==> config.mk <==
export PLATFORM = sky130hd
export DESIGN_NAME = nvm_command_and_protection
export DESIGN_NICKNAME = d
export VERILOG_FILES = /design/src/hdl/nvm_pkg.sv /design/src/hdl/nvm_axil_slave.sv /design/src/hdl/nvm_cycle_timer.sv /design/src/hdl/nvm_command_and_protection.sv
export SDC_FILE = /design/constraint.sdc
export NUM_CORES = 1
export LEC_CHECK = 0
export ABC_AREA = 1
export BUFFER_PORTS_ARGS = -buffer_cell sky130_fd_sc_hd__buf_2
export CAP_MARGIN = 30
export CORE_MARGIN = 5
export CORE_UTILIZATION = 56
export DETAILED_ROUTE_END_ITERATION = 8
export MAX_ROUTING_LAYER = met4
export PLACE_DENSITY = 0.86
export SLEW_MARGIN = 20
export SYNTH_ARGS = -nofsm -noshare
export SYNTH_HDL_FRONTEND = slang
export SYNTH_SLANG_ARGS = --single-unit
==> constraint.sdc <==
create_clock -name CLK -period 3.1 [get_ports CLK]
set_input_delay 0.465 -clock CLK [delete_from_list [all_inputs] [get_ports CLK]]
set_output_delay 0.465 -clock CLK [all_outputs]
set_load 0.005 [all_outputs]
==> src/hdl/nvm_pkg.sv <==
// Shared constants and types for the memory command and protection front end
package nvm_pkg;
	// Register indices; byte address is four times the index
	localparam logic [3:0] IDX_COMMAND = 4'h0;
	localparam logic [3:0] IDX_PROTECT = 4'h1;
	localparam logic [3:0] IDX_STATUS = 4'h2;
	localparam logic [3:0] IDX_IRQ_EN = 4'h3;
	localparam logic [3:0] IDX_IRQ_FLAG = 4'h4;
	localparam logic [3:0] IDX_FUSE_DATA = 4'h6;
	localparam logic [3:0] IDX_TARGET = 4'h8;
	localparam int AXI_AW = 6;

	// Field positions
	localparam int CMD_LSB = 0;
	localparam int CMD_W = 3;
	localparam int PROT_GUARD_BIT = 0;
	localparam int PROT_LOCK_BIT = 1;
	localparam int ST_FLASH_BIT = 0;
	localparam int ST_EE_BIT = 1;
	localparam int ST_FAULT_BIT = 2;
	localparam int IRQ_EE_IDLE_BIT = 0;

	// Reset values
	localparam logic [2:0] RST_COMMAND = 3'h0;
	localparam logic [15:0] RST_WORD = 16'h0000;
	localparam logic RST_BIT = 1'b0;

	// Command codes
	localparam logic [2:0] CMD_NONE = 3'h0;
	localparam logic [2:0] CMD_PAGE_PROGRAM = 3'h1;
	localparam logic [2:0] CMD_PAGE_WIPE = 3'h2;
	localparam logic [2:0] CMD_PAGE_WIPE_AND_PROGRAM = 3'h3;
	localparam logic [2:0] CMD_BUFFER_RESET = 3'h4;
	localparam logic [2:0] CMD_WHOLE_MEMORY_CLEAR = 3'h5;
	localparam logic [2:0] CMD_EEPROM_CLEAR = 3'h6;
	localparam logic [2:0] CMD_FUSE_PROGRAM = 3'h7;

	// Timing
	localparam int CLK_PERIOD_NS = 20;
	localparam int BUFFER_RESET_CYCLES = 7;
	localparam int TIMER_W = 4;
	localparam logic [TIMER_W-1:0] BUFFER_RESET_LOAD = TIMER_W'(BUFFER_RESET_CYCLES - 1);

	// AXI4-Lite responses
	localparam logic [1:0] RESP_OKAY = 2'b00;
	localparam logic [1:0] RESP_SLVERR = 2'b10;

	typedef struct packed {
		logic awvalid;
		logic [AXI_AW-1:0] awaddr;
		logic wvalid;
		logic [31:0] wdata;
		logic [3:0] wstrb;
		logic bready;
		logic arvalid;
		logic [AXI_AW-1:0] araddr;
		logic rready;
	} axil_req_t;

	typedef struct packed {
		logic awready;
		logic wready;
		logic bvalid;
		logic [1:0] bresp;
		logic arready;
		logic rvalid;
		logic [31:0] rdata;
		logic [1:0] rresp;
	} axil_rsp_t;

	// Request towards the flash/EEPROM arrays
	typedef struct packed {
		logic start;
		logic [2:0] cmd;
		logic to_eeprom;
		logic keep_eeprom;
		logic [15:0] addr;
		logic [15:0] data;
	} arr_req_t;
endpackage

==> src/hdl/nvm_axil_slave.sv <==
// AXI4-Lite slave handshake, one write and one read at a time
`timescale 1ns/100ps
module nvm_axil_slave (
	input wire logic clk, // Clock
	input wire logic rst, // Synchronous reset
	input wire nvm_pkg::axil_req_t req, // Bus request
	output nvm_pkg::axil_rsp_t rsp, // Bus response, registered
	output logic wr_en, // Write strobe to register file
	output logic [nvm_pkg::AXI_AW-1:0] wr_addr, // Write byte address
	output logic [31:0] wr_data, // Write data
	output logic [3:0] wr_strb, // Write byte enables
	input wire logic wr_err, // Write address unmapped
	output logic rd_en, // Read strobe
	output logic [nvm_pkg::AXI_AW-1:0] rd_addr, // Read byte address
	input wire logic [31:0] rd_data, // Read data, same cycle
	input wire logic rd_err // Read address unmapped
);
	import nvm_pkg::*;

	typedef struct packed {
		axil_rsp_t rsp;
		logic aw_have;
		logic w_have;
		logic [AXI_AW-1:0] aw_addr;
		logic [31:0] w_data;
		logic [3:0] w_strb;
	} slave_state_t;

	slave_state_t q, d;

	assign rsp = q.rsp;
	assign wr_en = q.aw_have && q.w_have && !q.rsp.bvalid;
	assign wr_addr = q.aw_addr;
	assign wr_data = q.w_data;
	assign wr_strb = q.w_strb;
	assign rd_en = req.arvalid && q.rsp.arready;
	assign rd_addr = req.araddr;

	always_comb begin
		d = q;
		if (req.awvalid && q.rsp.awready) begin
			d.aw_have = 1'b1;
			d.aw_addr = req.awaddr;
			d.rsp.awready = 1'b0;
		end
		if (req.wvalid && q.rsp.wready) begin
			d.w_have = 1'b1;
			d.w_data = req.wdata;
			d.w_strb = req.wstrb;
			d.rsp.wready = 1'b0;
		end
		if (wr_en) begin
			d.aw_have = 1'b0;
			d.w_have = 1'b0;
			d.rsp.bvalid = 1'b1;
			d.rsp.bresp = wr_err ? RESP_SLVERR : RESP_OKAY;
		end
		if (q.rsp.bvalid && req.bready) begin
			d.rsp.bvalid = 1'b0;
			d.rsp.awready = 1'b1;
			d.rsp.wready = 1'b1;
		end
		if (rd_en) begin
			d.rsp.arready = 1'b0;
			d.rsp.rvalid = 1'b1;
			d.rsp.rdata = rd_err ? 32'h0000_0000 : rd_data;
			d.rsp.rresp = rd_err ? RESP_SLVERR : RESP_OKAY;
		end
		if (q.rsp.rvalid && req.rready) begin
			d.rsp.rvalid = 1'b0;
			d.rsp.arready = 1'b1;
		end
	end

	always_ff @(posedge clk) begin
		if (rst) begin
			q <= '0;
			q.rsp.awready <= 1'b1;
			q.rsp.wready <= 1'b1;
			q.rsp.arready <= 1'b1;
		end else begin
			q <= d;
		end
	end
endmodule

==> src/hdl/nvm_cycle_timer.sv <==
// Down counter that marks the end of a fixed number of cycles
`timescale 1ns/100ps
module nvm_cycle_timer #(
	parameter int W = 4
) (
	input wire logic clk, // Clock
	input wire logic rst, // Synchronous reset
	input wire logic start, // Load and run
	input wire logic [W-1:0] load, // Cycles until done
	output logic busy, // Counting
	output logic done // One-cycle end pulse
);
	typedef struct packed {
		logic [W-1:0] cnt;
		logic busy;
		logic done;
	} timer_state_t;

	timer_state_t q, d;

	assign busy = q.busy;
	assign done = q.done;

	always_comb begin
		d = q;
		d.done = 1'b0;
		if (start) begin
			d.cnt = load;
			d.busy = (load != '0);
			d.done = (load == '0);
		end else if (q.busy) begin
			d.cnt = q.cnt - W'(1);
			if (q.cnt == W'(1)) begin
				d.busy = 1'b0;
				d.done = 1'b1;
			end
		end
	end

	always_ff @(posedge clk) begin
		if (rst) begin
			q <= '0;
		end else begin
			q <= d;
		end
	end
endmodule

==> src/hdl/nvm_command_and_protection.sv <==
// Command sequencer, section protection and register file of the memory controller
//
// The AXI4-Lite register port is this design's own decision.
`timescale 1ns/100ps
module nvm_command_and_protection #(
	parameter logic [15:0] EE_BASE = 16'h1000,
	parameter logic [15:0] EE_END = 16'h1100,
	parameter logic [15:0] FLASH_BASE = 16'h8000,
	parameter logic [15:0] BOOT_END = 16'h8400,
	parameter logic [15:0] APP_END = 16'ha000,
	parameter int RD_W = 16
) (
	input wire logic CLK, // Clock, 50 MHz
	input wire logic RST, // Synchronous reset, active high
	input wire nvm_pkg::axil_req_t S_AXI_REQ, // AXI4-Lite request
	output nvm_pkg::axil_rsp_t S_AXI_RSP, // AXI4-Lite response
	input wire logic KEY_OPEN, // Unlock window open
	input wire logic DBG_ACCESS, // Current bus access comes from debug port
	input wire logic EXEC_IN_BOOT, // CPU executes inside boot area
	input wire logic KEEP_EEPROM_FUSE, // Keep EEPROM on whole clear
	input wire logic PBUF_MIXED, // Page buffer holds mixed sections
	input wire logic STORE_VALID, // Page buffer store this cycle
	input wire logic [15:0] STORE_ADDR, // Address of that store
	input wire logic ARR_DONE, // Array operation finished
	output nvm_pkg::arr_req_t ARR_REQ, // Array request
	output logic PBUF_CLEAR, // Page buffer fill with ones
	output logic CPU_HALT, // Stall CPU
	output logic BOOT_LOCKED, // Boot area lock active
	input wire logic [15:0] RD_ADDR, // Read or fetch address
	input wire logic [RD_W-1:0] RD_DATA, // Raw array data
	output logic [RD_W-1:0] RD_DATA_OUT, // Filtered data, one cycle later
	output logic IRQ // EEPROM idle interrupt, level
);
	import nvm_pkg::*;

	typedef enum logic [1:0] {SEQ_IDLE, SEQ_ARRAY, SEQ_BUFFER} seq_t;

	typedef struct packed {
		seq_t seq;
		logic [2:0] cmd;
		logic app_guard;
		logic lock_pending;
		logic lock_active;
		logic fl_busy;
		logic ee_busy;
		logic fault;
		logic irq_en;
		logic irq_flag;
		logic [15:0] fuse_data;
		logic [15:0] target;
		arr_req_t arr;
		logic pbuf_clear;
		logic halt;
		logic irq;
		logic [RD_W-1:0] rd_out;
	} top_state_t;

	top_state_t q, d;

	logic wr_en;
	logic [AXI_AW-1:0] wr_addr;
	logic [31:0] wr_data;
	logic [3:0] wr_strb;
	logic wr_err;
	logic rd_en;
	logic [AXI_AW-1:0] rd_addr;
	logic [31:0] rd_data;
	logic rd_err;
	logic tmr_start;
	logic tmr_done;
	logic [3:0] wr_idx;
	logic [3:0] rd_idx;

	function automatic logic idx_mapped(input logic [3:0] idx);
		idx_mapped = (idx == IDX_COMMAND) || (idx == IDX_PROTECT) || (idx == IDX_STATUS) ||
			(idx == IDX_IRQ_EN) || (idx == IDX_IRQ_FLAG) || (idx == IDX_FUSE_DATA) ||
			(idx == IDX_TARGET);
	endfunction

	function automatic logic in_boot(input logic [15:0] a);
		in_boot = (a >= FLASH_BASE) && (a < BOOT_END);
	endfunction

	function automatic logic in_app(input logic [15:0] a);
		in_app = (a >= BOOT_END) && (a < APP_END);
	endfunction

	function automatic logic in_eeprom(input logic [15:0] a);
		in_eeprom = (a >= EE_BASE) && (a < EE_END);
	endfunction

	nvm_axil_slave u_bus (
		.clk(CLK),
		.rst(RST),
		.req(S_AXI_REQ),
		.rsp(S_AXI_RSP),
		.wr_en(wr_en),
		.wr_addr(wr_addr),
		.wr_data(wr_data),
		.wr_strb(wr_strb),
		.wr_err(wr_err),
		.rd_en(rd_en),
		.rd_addr(rd_addr),
		.rd_data(rd_data),
		.rd_err(rd_err)
	);

	nvm_cycle_timer #(
		.W(TIMER_W)
	) u_timer (
		.clk(CLK),
		.rst(RST),
		.start(tmr_start),
		.load(BUFFER_RESET_LOAD),
		.busy(),
		.done(tmr_done)
	);

	assign wr_idx = wr_addr[5:2];
	assign rd_idx = rd_addr[5:2];
	assign wr_err = !idx_mapped(wr_idx);
	assign rd_err = !idx_mapped(rd_idx);

	assign ARR_REQ = q.arr;
	assign PBUF_CLEAR = q.pbuf_clear;
	assign CPU_HALT = q.halt;
	assign BOOT_LOCKED = q.lock_active;
	assign RD_DATA_OUT = q.rd_out;
	assign IRQ = q.irq;

	// Register read mux
	always_comb begin
		rd_data = 32'h0000_0000;
		case (rd_idx)
			IDX_COMMAND: rd_data[CMD_LSB +: CMD_W] = q.cmd;
			IDX_PROTECT: begin
				rd_data[PROT_GUARD_BIT] = q.app_guard;
				rd_data[PROT_LOCK_BIT] = q.lock_pending || q.lock_active;
			end
			IDX_STATUS: begin
				rd_data[ST_FLASH_BIT] = q.fl_busy;
				rd_data[ST_EE_BIT] = q.ee_busy;
				rd_data[ST_FAULT_BIT] = q.fault;
			end
			IDX_IRQ_EN: rd_data[IRQ_EE_IDLE_BIT] = q.irq_en;
			IDX_IRQ_FLAG: rd_data[IRQ_EE_IDLE_BIT] = q.irq_flag;
			IDX_FUSE_DATA: rd_data[15:0] = q.fuse_data;
			IDX_TARGET: rd_data[15:0] = q.target;
			default: rd_data = 32'h0000_0000;
		endcase
	end

	always_comb begin
		logic [2:0] code;
		logic go;
		logic ee_done;
		logic to_ee;
		logic bad;
		code = wr_data[CMD_LSB +: CMD_W];
		go = 1'b0;
		ee_done = 1'b0;
		to_ee = in_eeprom(q.target);
		bad = 1'b0;
		tmr_start = 1'b0;
		d = q;
		d.arr.start = 1'b0;

		// Command acceptance
		if (wr_en && wr_idx == IDX_COMMAND && wr_strb[0]) begin
			go = (code != CMD_NONE) && KEY_OPEN && (q.seq == SEQ_IDLE) &&
				((code != CMD_FUSE_PROGRAM) || DBG_ACCESS);
		end

		if (go) begin
			d.cmd = code;
			d.fault = 1'b0;
			d.arr.cmd = code;
			d.arr.addr = q.target;
			d.arr.data = q.fuse_data;
			d.arr.keep_eeprom = 1'b0;
			d.arr.to_eeprom = 1'b0;
			case (code)
				CMD_PAGE_PROGRAM, CMD_PAGE_WIPE, CMD_PAGE_WIPE_AND_PROGRAM: begin
					bad = (!to_ee && in_app(q.target) && q.app_guard) ||
						(code != CMD_PAGE_WIPE && PBUF_MIXED);
					if (bad) begin
						d.fault = 1'b1;
						d.cmd = CMD_NONE;
					end else begin
						d.seq = SEQ_ARRAY;
						d.arr.start = 1'b1;
						d.arr.to_eeprom = to_ee;
						d.ee_busy = to_ee;
						d.fl_busy = !to_ee;
						d.halt = !to_ee;
					end
				end
				CMD_BUFFER_RESET: begin
					d.seq = SEQ_BUFFER;
					d.pbuf_clear = 1'b1;
					d.halt = 1'b1;
					tmr_start = 1'b1;
				end
				CMD_WHOLE_MEMORY_CLEAR: begin
					d.seq = SEQ_ARRAY;
					d.arr.start = 1'b1;
					d.arr.keep_eeprom = KEEP_EEPROM_FUSE;
					d.fl_busy = 1'b1;
					d.ee_busy = !KEEP_EEPROM_FUSE;
					d.halt = 1'b1;
				end
				CMD_EEPROM_CLEAR: begin
					d.seq = SEQ_ARRAY;
					d.arr.start = 1'b1;
					d.arr.to_eeprom = 1'b1;
					d.ee_busy = 1'b1;
					d.halt = 1'b1;
				end
				CMD_FUSE_PROGRAM: begin
					d.seq = SEQ_ARRAY;
					d.arr.start = 1'b1;
					d.fl_busy = 1'b1;
				end
				default: d.cmd = CMD_NONE;
			endcase
		end

		// Completion
		case (q.seq)
			SEQ_ARRAY: begin
				if (ARR_DONE) begin
					d.seq = SEQ_IDLE;
					ee_done = q.ee_busy;
					d.ee_busy = 1'b0;
					d.fl_busy = 1'b0;
					d.halt = 1'b0;
					d.cmd = CMD_NONE;
				end
			end
			SEQ_BUFFER: begin
				if (tmr_done) begin
					d.seq = SEQ_IDLE;
					d.pbuf_clear = 1'b0;
					d.halt = 1'b0;
					d.cmd = CMD_NONE;
				end
			end
			SEQ_IDLE: begin
			end
			default: d.seq = SEQ_IDLE;
		endcase

		// Protection bits
		if (wr_en && wr_idx == IDX_PROTECT && wr_strb[0]) begin
			if (wr_data[PROT_GUARD_BIT]) begin
				d.app_guard = 1'b1;
			end
			if (wr_data[PROT_LOCK_BIT] && EXEC_IN_BOOT) begin
				d.lock_pending = 1'b1;
			end
		end
		if (q.lock_pending && !EXEC_IN_BOOT) begin
			d.lock_active = 1'b1;
		end

		// Other registers
		if (wr_en && wr_idx == IDX_IRQ_EN && wr_strb[0]) begin
			d.irq_en = wr_data[IRQ_EE_IDLE_BIT];
		end
		if (wr_en && wr_idx == IDX_IRQ_FLAG && wr_strb[0] && wr_data[IRQ_EE_IDLE_BIT]) begin
			d.irq_flag = 1'b0;
		end
		if (ee_done) begin
			d.irq_flag = 1'b1;
		end
		if (wr_en && wr_idx == IDX_FUSE_DATA) begin
			if (wr_strb[0]) begin
				d.fuse_data[7:0] = wr_data[7:0];
			end
			if (wr_strb[1]) begin
				d.fuse_data[15:8] = wr_data[15:8];
			end
		end
		if (STORE_VALID) begin
			d.target = STORE_ADDR;
		end
		if (wr_en && wr_idx == IDX_TARGET) begin
			if (wr_strb[0]) begin
				d.target[7:0] = wr_data[7:0];
			end
			if (wr_strb[1]) begin
				d.target[15:8] = wr_data[15:8];
			end
		end
		d.irq = d.irq_flag && d.irq_en;

		// Boot area read and fetch filter
		d.rd_out = (q.lock_active && in_boot(RD_ADDR)) ? '0 : RD_DATA;
	end

	always_ff @(posedge CLK) begin
		if (RST) begin
			q <= '0;
			q.seq <= SEQ_IDLE;
			q.cmd <= RST_COMMAND;
			q.fuse_data <= RST_WORD;
			q.target <= RST_WORD;
			q.app_guard <= RST_BIT;
			q.lock_pending <= RST_BIT;
			q.lock_active <= RST_BIT;
		end else begin
			q <= d;
		end
	end
endmodule

Word-level counts from Yosys, hierarchy flattened. Cells that the tools add are included.

Logic and storage cells: 196. Register bits after elaboration: 175.

Add/sub/neg operators: 1. Multiplexer cells: 52. Bitwise logic cells: 2. Magnitude comparators: 6. Reductions and logical operators: 71. Eq/ne operators: 24.

Operators by type and width (number): $mux W16 (3); $ge A16 B16 Y1 const B (2); $lt A16 B16 Y1 const B (2); $logic_and A1 B1 Y1 (31); $pmux W13 S2 (1); $mux W5 (5); $mux W2 (9); $mux W1 (17); $eq A4 B2 Y1 const B (4); $eq A4 B3 Y1 const B (4); $ge A16 B13 Y1 const B (1); $lt A16 B13 Y1 const B (1); $mux W8 (2); $logic_or A1 B1 Y1 (15); $reduce_or A2 Y1 (7); $eq A3 B3 Y1 const B (4); $eq A4 B1 Y1 const B (3); $pmux W2 S3 (2); $pmux W3 S2 (2); $reduce_or A3 Y1 (4); $pmux W1 S2 (5); $eq A4 B4 Y1 const B (2); $logic_not A4 Y1 (2); $reduce_and A2 Y1 (4); 18 further kinds (24).

Logic depth before layout (Yosys ltp). Gate-level depths: netlist (run 1).

Depth in word-level cells: 11. Depth in mapped cells: 11. Gate-level depth less buffers: 11.

By module. Synthesis (run 1) repeated with hierarchy kept, for this count alone.

Cell total of the unflattened synthesis: 1221. Area, all modules: 8929.8 um2.

Modules (own cells, without submodules): nvm_command_and_protection (cells each 652, area each 4714.5 um2, instances 1, sequential area each 2042.0 um2); nvm_axil_slave (cells each 516, area each 3849.9 um2, instances 1, sequential area each 1661.6 um2); nvm_cycle_timer (cells each 53, area each 365.4 um2, instances 1, sequential area each 120.1 um2).

Worst setup path after synthesis (run 1). No wires, ideal clock.

Path type: in2reg. From: in RD_ADDR[10]. To: reg q, in the netlist RD_DATA_OUT[0]. Data required time: 2.984 ns. Path slack: 1.616 ns. Path buffers: 1. Stages: 5. Setup time: 0.116 ns. Arrival time: 1.368 ns. Cell sequence: nor3_1 > nand3_1 > o31ai_2 > buf_2 > nor2_1.

Word-level cells in the longest chain between the ends: 4. Elaborated cells between the ends (all ways): 5. Those cells by class: order compare (2); reduce/logical (3).

Ends and longest elaborated chain: start: declaration (RTL line nvm_command_and_protection.sv:29) `input wire logic [15:0] RD_ADDR,`; $ge A16 B16 Y1 / $lt A16 B16 Y1 (equally long branches) (RTL line nvm_command_and_protection.sv:81) `in_boot = (a >= FLASH_BASE) && (a < BOOT_END);`; $logic_and A1 B1 Y1 (*) (RTL line nvm_command_and_protection.sv:81); $logic_and A1 B1 Y1 (*) (RTL line nvm_command_and_protection.sv:298) `d.rd_out = (q.lock_active && in_boot(RD_ADDR)) ? '0 : RD_DATA;`; $reduce_or A2 Y1 (no source line) (*); end: declaration (RTL line nvm_command_and_protection.sv:58) `top_state_t q, d;`.

Mark *: on every way between the ends. The rest lies on a longest branch, timed or not. A chain may end at the register's enable or synchronous reset.

Worst setup path in the final report (run 1).
From: reg q[100] (netlist bit). To: reg q, in the netlist ARR_REQ[11].

Word-level cells in the longest chain between the ends: 4.

Ends and longest elaborated chain: $logic_not A2 Y1 (RTL line nvm_command_and_protection.sv:170) `go = (code != CMD_NONE) && KEY_OPEN && (q.seq == SEQ_IDLE) &&`; $logic_and A1 B1 Y1 (2 in a row) (RTL line nvm_command_and_protection.sv:170); $mux W1 (RTL line nvm_command_and_protection.sv:169) `if (wr_en && wr_idx == IDX_COMMAND && wr_strb[0]) begin`.

No other way between the ends.

==> results of run 1 <==
logic make-up (layout without fill, tap and decap cells):
| group | after synthesis | in the layout | synth area share |
|---|---|---|---|
| XOR/XNOR | 2 | 2 | 0.00254 |
| adder cells (fa/ha/maj) | 6 | 6 | 0.0109 |
| flip-flops | 155 | 155 | 0.450 |
| AND/OR/NAND/NOR | 241 | 241 | 0.156 |
| buffers and inverters | 236 | 299 | 0.187 |
| other | 1 | 18 | 0.000543 |
| AO/OA/AOI/OAI | 258 | 258 | 0.193 |
Yosys cell counts, types with 2 or more instances:
| cell | instances |
|---|---|
| sky130_fd_sc_hd__o21ai_0 | 96 |
| sky130_fd_sc_hd__dfxtp_1 | 155 |
| sky130_fd_sc_hd__o21a_1 | 2 |
| sky130_fd_sc_hd__inv_1 | 90 |
| sky130_fd_sc_hd__nand3_2 | 3 |
| sky130_fd_sc_hd__nand3_1 | 25 |
| sky130_fd_sc_hd__nand2_1 | 122 |
| sky130_fd_sc_hd__buf_2 | 10 |
| sky130_fd_sc_hd__clkbuf_1 | 20 |
| sky130_fd_sc_hd__inv_2 | 11 |
| sky130_fd_sc_hd__nor3_1 | 9 |
| sky130_fd_sc_hd__a21oi_1 | 125 |
| sky130_fd_sc_hd__nor2_1 | 58 |
| sky130_fd_sc_hd__nor2_2 | 2 |
| sky130_fd_sc_hd__o21ai_1 | 17 |
| sky130_fd_sc_hd__nand3b_1 | 2 |
| sky130_fd_sc_hd__o22ai_1 | 14 |
| sky130_fd_sc_hd__nand2_2 | 2 |
| sky130_fd_sc_hd__nand4_1 | 7 |
| sky130_fd_sc_hd__buf_4 | 103 |
| sky130_fd_sc_hd__nor2_4 | 6 |
| sky130_fd_sc_hd__ha_1 | 6 |
tightest hold or removal path: stages:
cell	delay (ns)
sky130_fd_sc_hd__buf_2	0.09
sky130_fd_sc_hd__inv_1	0.04
sky130_fd_sc_hd__nor2_1	0.04
per-layer routing:
metal  GRT usage  share of wire
met5           -              0
met4      0.0984          0.025
met3      0.0522          0.080
met2       0.350           0.45
met1       0.310           0.45
flip-flops by register name (all words and copies together) (netlist names), 2 cells and up:
name,count
u_bus.rsp,23
u_bus.wr_data,16
u_bus.wr_strb,2
RD_DATA_OUT,16
q,44
u_bus.wr_addr,4
u_bus.q,2
ARR_REQ,38
u_timer.q,4
final cells by class:
class | instances | area, sq um | area share
multi-input combinational | 525 | 2570 | 0.331
clock inverter | 11 | 166 | 0.0215
timing repair buffer | 165 | 856 | 0.110
sequential | 155 | 3100 | 0.400
tap | 168 | 210 | 0.0271
inverter | 102 | 383 | 0.0494
clock buffer | 21 | 470 | 0.0606
report_power, final:
part | total, mW | switching (mW) | leakage [nW] | internal, mW
logic | 0.339 | 0.220 | 1.91 | 0.119
registers | 2.10 | 0.0424 | 1.26 | 2.05
clock network | 2.21 | 0.799 | 0.305 | 1.41
final timing paths:
| kind | startpoint | end | slack (ns) | cells past startpoint |
|---|---|---|---|---|
| max | q[100] | ARR_REQ[11] | 1.06 | 8 |
| min | RD_DATA[9] | RD_DATA_OUT[9] | 0.26 | 3 |
| max reg2reg | q[100] | ARR_REQ[11] | 1.06 | 8 |
| min reg2reg | PBUF_CLEAR | PBUF_CLEAR | 0.46 | 2 |
==> results by group, run 1 <==
CTS
  • Cell at the root of the clock tree: sky130_fd_sc_hd__clkbuf_16
  • Maximum buffer depth of the clock tree: 2
  • Worst-path clk slew: 0.06 ns
  • H-Tree Depth: 4
  • Number of post-CTS setup repair buffers: 0
  • Clock sink count: 155
  • CTS Buf Count: 17
  • TritonCTS clock tree: built
  • Insertion delay of the later-clocked pin in the worst-skew pair: 0.42 ns
  • Total of hold buffers inserted after clock tree synthesis: 0
  • CTS resizes: 0

Critical path
  • Biggest cell delay along the critical path: 0.34 ns
  • Maximum net fanout on the critical path: 29
  • Arr. time, crit path: 2.34 ns
  • Worst setup path category: flop to flop
  • Setup crit start kind: flop
  • Worst endpoint required time: 3.40 ns
  • Number of buffers and inverters on the critical path: 3
  • Endpoint kind of the worst setup timing path: flop
  • Crit-path leading delay family: buffers and inverters
  • Cells along the critical path: inv_1, ha_1, nand3_1, nor2_1, nand3_2, inv_2, buf_4, a21oi_1
  • Library cell contributing the largest single delay on the critical path: sky130_fd_sc_hd__buf_4

Timing
  • Sum Neg Setup Slack: 0 ns
  • Setup ws final: 1.06 ns
  • Slew of the pin with the lowest slew margin: 0.732 ns
  • Tcrit/Tclk final: 0.657
  • RSZ-0062 raised after global routing: false
  • Fmax: 491 MHz
  • Post-Route Skew: 0.00764 ns
  • Number of hold-slack violations in the final timing report: 0
  • Final-report setup violation count: 0
  • Final worst path period need: 2.04 ns
  • Worst slew slack as a fraction of its limit: 0.510
  • Final Max Tran Viols: 0
  • Worst hold margin: 0.258 ns

Route
  • Routed WL: 17,200 microns
  • Number of detailed-route iterations in the first pass: 5
  • Number of vias in the routed layout: 5,917
  • Detailed-route wire length per cell: 15.0 microns
  • Detail Route Antenna Nets: 0
  • Number of remaining DRC errors: 0
  • First DRT Iteration DRCs: 417
  • Routed vias/inst: 5.16

Placed design
  • RD Place Congestion: 0.910
  • Placed cells: 1,114
  • Detailed-placement wirelength estimate: 12,300 microns
  • Instance area at placement: 7110 sq um
  • Pre-CTS setup slack: 1.09 ns
  • Number of buffers inserted by port buffering: 158

Yosys
  • Synthesized area per cell: 7.68 sq um
  • Number of register bits inferred by synthesis: 155
  • Cell accounting for the most synthesized area: sky130_fd_sc_hd__dfxtp_1
  • Ranking of synthesized cells by area: sky130_fd_sc_hd__dfxtp_1 45%, sky130_fd_sc_hd__buf_4 11%, sky130_fd_sc_hd__a21oi_1 9.1%, sky130_fd_sc_hd__o21ai_0 7.0%, sky130_fd_sc_hd__nand2_1 6.6%
  • Number of enable-type register cells in the synthesized netlist: 0
  • Number of distinct standard cells referenced by the synthesized netlist: 36
  • Top flip-flop cell by instance count after synthesis: sky130_fd_sc_hd__dfxtp_1
  • Share of Yosys cell area claimed by the top area cell type: 0.450
  • Post-synthesis sequential area ratio: 0.450
  • Post-synthesis async set-or-reset flop share: 0
  • Post-Synthesis Cells: 899
  • Total of warnings raised by yosys: 0
  • Total standard cell area after synthesis: 6900 sq um

Cells and area
  • Commonest non-fill, non-tap cell in the layout: sky130_fd_sc_hd__buf_2
  • Commonest cells after routing, fill and taps aside: 158 x sky130_fd_sc_hd__buf_2, 155 x sky130_fd_sc_hd__dfxtp_1, 125 x sky130_fd_sc_hd__a21oi_1, 122 x sky130_fd_sc_hd__nand2_1, 96 x sky130_fd_sc_hd__o21ai_0
  • NumNets Final: 1,082
  • Final std cells w/o fill: 1,147
  • Diode count: 0
  • Fraction of layout instances using a drive strength above 1: 0.228
  • Number of filler cells placed in the layout: 1,074
  • Final design utilization: 0.643
  • Area added between synthesis and finish: 12.4%
  • Finished Cell Area: 7760 sq um

Job
  • MaxCap Viol Count: 0

Global routing
  • Vias in the first global route: 5,310
  • Antenna violations before repair: 0
  • GR Util All Layers: 0.235
  • Largest net degree at the start of global routing: 87
  • Global-route wire length before repair: 26,300 microns
  • GRT Residual Overflow: 0

Floorplanning
  • Starting utilization of the core area: 0.572
  • Row Count: 40
  • Placeable core region: 12,100 sq um
  • Die Footprint: 14,600 sq um
  • Die outline width: 121 microns
  • Die Span Y: 121 microns
  • I/O pin total: 209

Power
  • Leakage dissipation: 3.48 nW
  • Peak supply drop: 0.356 mV
  • Final Power: 4.64 mW
  • Cell Pwr Density: 598 nW/um^2

Status
  • Run status: finished clean

Hold path
  • Worst min-delay path category: input pin to flop
No activity file was read; power rests on OpenSTA's default activity.
==> run 2, diff against run 1 <==
CORE_UTILIZATION = 47   (was 56)
PLACE_DENSITY = 0.77   (was 0.86)
clock period = 1.6 ns   (was 3.1 ns; I/O delays follow)
==> run 2 against run 1 <==
Count of clock-buffer cells in the layout shrank 3. Clock power increased by 87%. Largest cell class unchanged. Worst setup slack worse by 1.0 ns. Critical endpoint is now ARR_REQ[33]. Register-to-register slack worse by 1.0 ns. Total power is 92% higher.
==> results by group, run 2 (same netlist as run 1, synthesis figures left out) <==
Critical path
  • Worst endpoint required time: 1.95 ns (was 3.40 ns)
  • Cells along the critical path: inv_2, ha_4, nand2_2, nor2_2, nand3_2, nor2_4, buf_12, clkbuf_16, o21ai_0, a21oi_1 (was inv_1, ha_1, nand3_1, nor2_1, nand3_2, inv_2, buf_4, a21oi_1)
  • Maximum net fanout on the critical path: 8 (was 29)
  • Endpoint kind of the worst setup timing path: flop (unchanged)
  • Biggest cell delay along the critical path: 0.33 ns (was 0.34 ns)
  • Arr. time, crit path: 1.90 ns (was 2.34 ns)
  • Worst setup path category: flop to flop (unchanged)
  • Setup crit start kind: flop (unchanged)
  • Crit-path leading delay family: buffers and inverters (unchanged)
  • Number of buffers and inverters on the critical path: 3 (unchanged)
  • Library cell contributing the largest single delay on the critical path: sky130_fd_sc_hd__dfxtp_2 (was sky130_fd_sc_hd__buf_4)

Hold path
  • Worst min-delay path category: input pin to flop (unchanged)

Floorplanning
  • Row Count: 44 (was 40)
  • Die Footprint: 17,200 sq um (was 14,600 sq um)
  • Starting utilization of the core area: 0.477 (was 0.572)
  • Die outline width: 131 microns (was 121 microns)
  • Die Span Y: 131 microns (was 121 microns)
  • I/O pin total: 209 (unchanged)
  • Placeable core region: 14,500 sq um (was 12,100 sq um)

Timing
  • Number of hold-slack violations in the final timing report: 0 (unchanged)
  • Tcrit/Tclk final: 0.968 (was 0.657)
  • Worst hold margin: 0.0340 ns (was 0.258 ns)
  • Fmax: 646 MHz (was 491 MHz)
  • Final worst path period need: 1.55 ns (was 2.04 ns)
  • Post-Route Skew: 0.00839 ns (was 0.00764 ns)
  • Final Max Tran Viols: 0 (unchanged)
  • Final-report setup violation count: 0 (unchanged)
  • RSZ-0062 raised after global routing: true (was false)

Route
  • Routed vias/inst: 4.98 (was 5.16)
  • Detail Route Antenna Nets: 0 (unchanged)
  • Routed WL: 18,300 microns (was 17,200 microns)
  • First DRT Iteration DRCs: 540 (was 417)
  • Number of vias in the routed layout: 6,001 (was 5,917)
  • Detailed-route wire length per cell: 15.2 microns (was 15.0 microns)
  • Number of detailed-route iterations in the first pass: 5 (unchanged)
  • Number of remaining DRC errors: 0 (unchanged)

Global routing
  • Most Crowded Layer GR: met2 (unchanged)
  • GRT Residual Overflow: 0 (unchanged)
  • Met3 global-route usage: 0.0688 (was 0.0522)
  • Global-route wire length before repair: 28,400 microns (was 26,300 microns)
  • Met1 track demand over resource: 0.268 (was 0.310)
  • Largest net degree at the start of global routing: 62 (was 87)
  • Met2 capacity usage during global routing: 0.302 (was 0.350)
  • Antenna violations before repair: 1 (was 0)
  • Vias in the first global route: 5,602 (was 5,310)
  • GR Util All Layers: 0.206 (was 0.235)

CTS
  • Maximum buffer depth of the clock tree: 2 (unchanged)
  • CTS Buf Count: 17 (unchanged)
  • Clock sink count: 155 (unchanged)
  • Cell at the root of the clock tree: sky130_fd_sc_hd__clkbuf_16 (unchanged)
  • Worst-path clk slew: 0.06 ns (about the same)
  • Insertion delay of the later-clocked pin in the worst-skew pair: 0.42 ns (about the same)
  • TritonCTS clock tree: built (unchanged)
  • H-Tree Depth: 4 (unchanged)
  • Total of hold buffers inserted after clock tree synthesis: 0 (unchanged)

Cells and area
  • Largest register FFs: 44 (unchanged)
  • Fraction of layout instances using a drive strength above 1: 0.278 (was 0.228)
  • Largest reg by FF count: q (unchanged)
  • Commonest cells after routing, fill and taps aside: 158 x sky130_fd_sc_hd__buf_2, 149 x sky130_fd_sc_hd__dfxtp_1, 124 x sky130_fd_sc_hd__a21oi_1, 119 x sky130_fd_sc_hd__nand2_1, 89 x sky130_fd_sc_hd__o21ai_0 (was 158 x sky130_fd_sc_hd__buf_2, 155 x sky130_fd_sc_hd__dfxtp_1, 125 x sky130_fd_sc_hd__a21oi_1, 122 x sky130_fd_sc_hd__nand2_1, 96 x sky130_fd_sc_hd__o21ai_0)
  • Commonest non-fill, non-tap cell in the layout: sky130_fd_sc_hd__buf_2 (unchanged)
  • Area added between synthesis and finish: 19.9% (was 12.4%)
  • Combined flip-flop and latch cell area: 3110 sq um (was 3100 sq um)
  • Final std cells w/o fill: 1,206 (was 1,147)
  • Area of combinational cells with multiple inputs: 2620 sq um (was 2570 sq um)
  • NumNets Final: 1,124 (was 1,082)
  • Number of filler cells placed in the layout: 1,328 (was 1,074)

Job
  • MaxCap Viol Count: 0 (unchanged)

Power
  • Leakage dissipation: 3.72 nW (was 3.48 nW)
  • Final Power: 8.93 mW (was 4.64 mW)
  • Peak supply drop: 0.723 mV (was 0.356 mV)
  • Cell Pwr Density: 1080 nW/um^2 (was 598 nW/um^2)

Placed design
  • Placed cells: 1,163 (was 1,114)
  • Detailed-placement wirelength estimate: 13,100 microns (was 12,300 microns)
  • RD Place Congestion: 0.908 (was 0.910)
  • Number of buffers inserted by port buffering: 158 (unchanged)

Status
  • Run status: finished clean (unchanged)
-- run 2: cell count changes in the layout (fill, tap and decap cells not counted), sizes merged --
cell / previous run / this run
buf: 165 / 203
clkbuf: 21 / 22
clkinv: 5 / 8
diode: 0 / 1
-- run 2: metrics by stage --
stage / utilization / TNS (ns) / instance area, sq um / worst slack [ns]
after CTS: 0.554 / 0 / 8030 / 0.00345
after detailed placement: 0.512 / 0 / 7420 / 0.00324
after global routing: 0.571 / -0.237 / 8270 / -0.0223
after floorplan: - / 0 / 6960 / 0.190
after global placement: 0.512 / 0 / 7420 / 0.0509
final: 0.571 / 0 / 8270 / 0.0508
-- run 2: what timing repair did --
action                                  in CTS  in global routing
buffers inserted                             0                  6
pin swaps                                    1                  8
hold endpoints to repair                     0                  0
resized for setup                            1                 27
endpoints found under the setup margin       5                 56
cloned                                       0                  5
-- run 2: layer usage --
metal / wire length, microns / part of all wire / up-vias
met3: 1430 / 0.078 / 26
met4: 307 / 0.017 / 0
li1: - / - / 3049
met5: 0 / 0 / -
met1: 8250 / 0.45 / 2704
met2: 8320 / 0.45 / 222
-- run 2: tightest hold or removal path, stage by stage --
cell	delay [ns]
sky130_fd_sc_hd__buf_2	0.10
sky130_fd_sc_hd__inv_1	0.04
sky130_fd_sc_hd__nor2_1	0.03
-- run 2: area by class of cell --
type / count / area share
clock buffers: 18 / 0.0519
well taps: 184 / 0.0278
flip-flops and latches: 155 / 0.376
diodes: 1 / 0.000302
clock inverters: 14 / 0.0215
inverters: 102 / 0.0463
repair buffers: 207 / 0.160
multi-input cells: 525 / 0.317
-- run 2: power by group --
| group | total [mW] | internal [mW] | switching, mW |
|---|---|---|---|
| combinational | 0.747 | 0.289 | 0.458 |
| clock | 4.13 | 2.59 | 1.55 |
| sequential | 4.05 | 3.98 | 0.0692 |
-- run 2: worst paths after layout --
check	slack, ns	start	to	depth (start not counted)
setup / recovery	0.05	q[101]	ARR_REQ[33]	10
hold / removal	0.03	RD_DATA[8]	RD_DATA_OUT[8]	3
setup reg to reg	0.05	q[101]	ARR_REQ[33]	10
hold reg to reg	0.45	PBUF_CLEAR	PBUF_CLEAR	2
==> run 3, diff against run 2 <==
PLACE_DENSITY = 0.83   (was 0.77)
SETUP_SLACK_MARGIN = 0.1   (was default)
==> run 3 against run 2 <==
The run now ends with negative setup slack left. Core utilization rose by 1.3 points. Via count rose by 2.0%. Sequential share of layout area fell by 0.80 points. Non-clock buffer count rose by 1. Critical path depth rose by 1. Hold slack got worse by 0.014 ns. Largest power group unchanged. Combinational power rose by 5.4%. Worst setup slack got worse by 0.069 ns. Sequential cell count did not move. Critical path type unchanged. Global-route usage rose by 0.54 points. Count of clock-buffer cells in the layout rose by 3.
==> results by group, run 3 (same netlist as run 1, synthesis figures left out) <==
Status
  • Run status: finished with violations (was finished clean)
  • Violations in the final reports: negative setup slack

Critical path
  • Cell depth of the worst flop-to-flop path: 11 (was 10)
  • Launch instance of the worst register-to-register path: q[100] (was q[101])
  • Biggest cell delay along the critical path: 0.32 ns (was 0.33 ns)
  • Flop-to-flop setup slack: -0.02 ns (was 0.05 ns)
  • Maximum net fanout on the critical path: 3 (was 8)
  • Worst setup path category: flop to flop (unchanged)
  • CP dominant cell by count: sky130_fd_sc_hd__nor2_2
  • Cells along the critical path: inv_2, ha_4, nand2_4, inv_1, nand2_1, nor2_2, nand3_2, nor2_2, nand2_2, nor2_4, nor2_1 (was inv_2, ha_4, nand2_2, nor2_2, nand3_2, nor2_4, buf_12, clkbuf_16, o21ai_0, a21oi_1)
  • Endpoint kind of the worst setup timing path: flop (unchanged)
  • Setup crit start kind: flop (unchanged)
  • Source of the critical timing path: q[100] (was q[101])
  • Arr. time, crit path: 1.93 ns (was 1.90 ns)
  • Worst endpoint required time: 1.92 ns (was 1.95 ns)
  • Library cell contributing the largest single delay on the critical path: sky130_fd_sc_hd__dfxtp_2 (unchanged)
  • Worst setup path end: CPU_HALT (was ARR_REQ[33])
  • Reg2Reg Capture Point: CPU_HALT (was ARR_REQ[33])

Global routing
  • GR Util All Layers: 0.211 (was 0.206)
  • Largest net degree at the start of global routing: 53 (was 62)
  • Vias in the first global route: 5,681 (was 5,602)
  • GRT Residual Overflow: 0 (unchanged)
  • Antenna violations before repair: 3 (was 1)
  • Global-route wire length before repair: 29,000 microns (was 28,400 microns)

Route
  • Routed WL: 18,800 microns (was 18,300 microns)
  • Number of vias in the routed layout: 6,120 (was 6,001)
  • Number of remaining DRC errors: 0 (unchanged)
  • Detail Route Antenna Nets: 0 (unchanged)
  • Routed vias/inst: 5.06 (was 4.98)
  • Detailed-route wire length per cell: 15.5 microns (was 15.2 microns)
  • Number of detailed-route iterations in the first pass: 5 (unchanged)
  • First DRT Iteration DRCs: 469 (was 540)

Job
  • MaxCap Viol Count: 0 (unchanged)

Placed design
  • Pre-CTS setup slack: -0.0389 ns (was 0.00324 ns)
  • Number of buffers inserted by port buffering: 158 (unchanged)
  • Instance area at placement: 7420 sq um (about the same)
  • Detailed-placement wirelength estimate: 13,000 microns (was 13,100 microns)
  • RD Place Congestion: 0.919 (was 0.908)

Timing
  • Post-Route Skew: 0.0125 ns (was 0.00839 ns)
  • RSZ-0062 raised after global routing: true (unchanged)
  • Final-report setup violation count: 1 (was 0)
  • Tcrit/Tclk final: 1.01 (was 0.968)
  • Setup ws final: -0.0178 ns (was 0.0508 ns)
  • Final worst path period need: 1.62 ns (was 1.55 ns)
  • Final Max Tran Viols: 0 (unchanged)
  • Number of hold-slack violations in the final timing report: 0 (unchanged)
  • Fmax: 618 MHz (was 646 MHz)

Floorplanning
  • I/O pin total: 209 (unchanged)
  • Die Span Y: 131 microns (unchanged)
  • Die outline width: 131 microns (unchanged)
  • Row Count: 44 (unchanged)
  • Die Footprint: 17,200 sq um (unchanged)
  • Placeable core region: 14,500 sq um (unchanged)
  • Starting utilization of the core area: 0.477 (unchanged)

Cells and area
  • Number of filler cells placed in the layout: 1,279 (was 1,328)
  • Largest register FFs: 44 (unchanged)
  • Fraction of layout instances using a drive strength above 1: 0.311 (was 0.278)
  • Commonest non-fill, non-tap cell in the layout: sky130_fd_sc_hd__buf_2 (unchanged)
  • NumNets Final: 1,125 (was 1,124)
  • Commonest cells after routing, fill and taps aside: 158 x sky130_fd_sc_hd__buf_2, 146 x sky130_fd_sc_hd__dfxtp_1, 113 x sky130_fd_sc_hd__nand2_1, 112 x sky130_fd_sc_hd__a21oi_1, 88 x sky130_fd_sc_hd__inv_1 (was 158 x sky130_fd_sc_hd__buf_2, 149 x sky130_fd_sc_hd__dfxtp_1, 124 x sky130_fd_sc_hd__a21oi_1, 119 x sky130_fd_sc_hd__nand2_1, 89 x sky130_fd_sc_hd__o21ai_0)
  • Largest reg by FF count: q (unchanged)
  • Finished Cell Area: 8460 sq um (was 8270 sq um)
  • Area added between synthesis and finish: 22.6% (was 19.9%)
  • Final design utilization: 0.584 (was 0.571)

Power
  • Peak supply drop: 0.740 mV (was 0.723 mV)
  • Leakage dissipation: 3.78 nW (was 3.72 nW)
  • Cell Pwr Density: 1050 nW/um^2 (was 1080 nW/um^2)

CTS
  • CTS Buf Count: 17 (unchanged)
  • TritonCTS clock tree: built (unchanged)
  • Worst-path clk slew: 0.06 ns (about the same)
  • Maximum buffer depth of the clock tree: 2 (unchanged)
  • Clock sink count: 155 (unchanged)
  • Total of hold buffers inserted after clock tree synthesis: 0 (unchanged)
  • Cell at the root of the clock tree: sky130_fd_sc_hd__clkbuf_16 (unchanged)
  • Insertion delay of the later-clocked pin in the worst-skew pair: 0.42 ns (about the same)
  • H-Tree Depth: 4 (unchanged)

Hold path
  • Min-Delay Path Depth: 2 (was 3)
  • Worst min-delay path category: input pin to flop (unchanged)
[run 3: worst min-delay path by stage]
stage | start | endpoint | slack, ns
CTS | EXEC_IN_BOOT | BOOT_LOCKED | 0.001
finish | EXEC_IN_BOOT | BOOT_LOCKED | 0.02
global route | RD_DATA[13] | RD_DATA_OUT[13] | 0.02
floorplan | EXEC_IN_BOOT | BOOT_LOCKED | 0.33
detailed placement | PBUF_CLEAR | PBUF_CLEAR | 0.43
global placement | PBUF_CLEAR | PBUF_CLEAR | 0.43
[run 3: layout make-up]
| type | count | area, sq um | area share |
|---|---|---|---|
| flip-flops and latches | 155 | 3110 | 0.368 |
| multi-input cells | 525 | 2780 | 0.329 |
| repair buffers | 208 | 1340 | 0.158 |
| clock buffers | 21 | 460 | 0.0544 |
| inverters | 102 | 385 | 0.0455 |
| well taps | 184 | 230 | 0.0272 |
| clock inverters | 11 | 143 | 0.0169 |
| diodes | 3 | 7.51 | 0.000887 |
[run 3: metal layers]
layer,up-vias,GRT usage,part of all wire,wire length [microns]
li1,3047,-,-,-
met1,2772,0.271,0.43,8140
met2,262,0.323,0.47,8770
met3,39,0.0535,0.075,1400
met4,0,0.0756,0.026,482
met5,-,-,0,0
[run 3: timing repair]
item	CTS	global route
gates cloned	2	0
setup endpoints to repair	52	83
setup buffers	7	8
pin swaps	5	18
gates resized for setup	15	76
[run 3: critical path, delay by kind of cell (launching register included)]
family	cells	cell delay [ns]
adder cells (fa/ha/maj)	1	0.17
buffers and inverters	2	0.15
flip-flops	1	0.32
AND/OR/NAND/NOR	8	0.88
[run 3: through the flow]
stage / hold slack (ns) / cells / power (mW) / TNS [ns]
after global routing: 0.0168 / 1209 / 9.24 / -0.202
final: 0.0201 / 1209 / 8.92 / -0.0178
after CTS: 0.00131 / 1201 / 8.91 / -0.0408
after global placement: 0.435 / 1160 / 4.83 / 0
after floorplan: 0.331 / 916 / 4.61 / 0
after detailed placement: 0.434 / 1160 / 4.85 / -0.487
[run 3: power by group]
part | leakage [nW] | switching, mW | total, mW | internal, mW
registers | 1.27 | 0.0776 | 4.06 | 3.98
clock network | 0.293 | 1.54 | 4.07 | 2.53
logic | 2.22 | 0.480 | 0.787 | 0.307
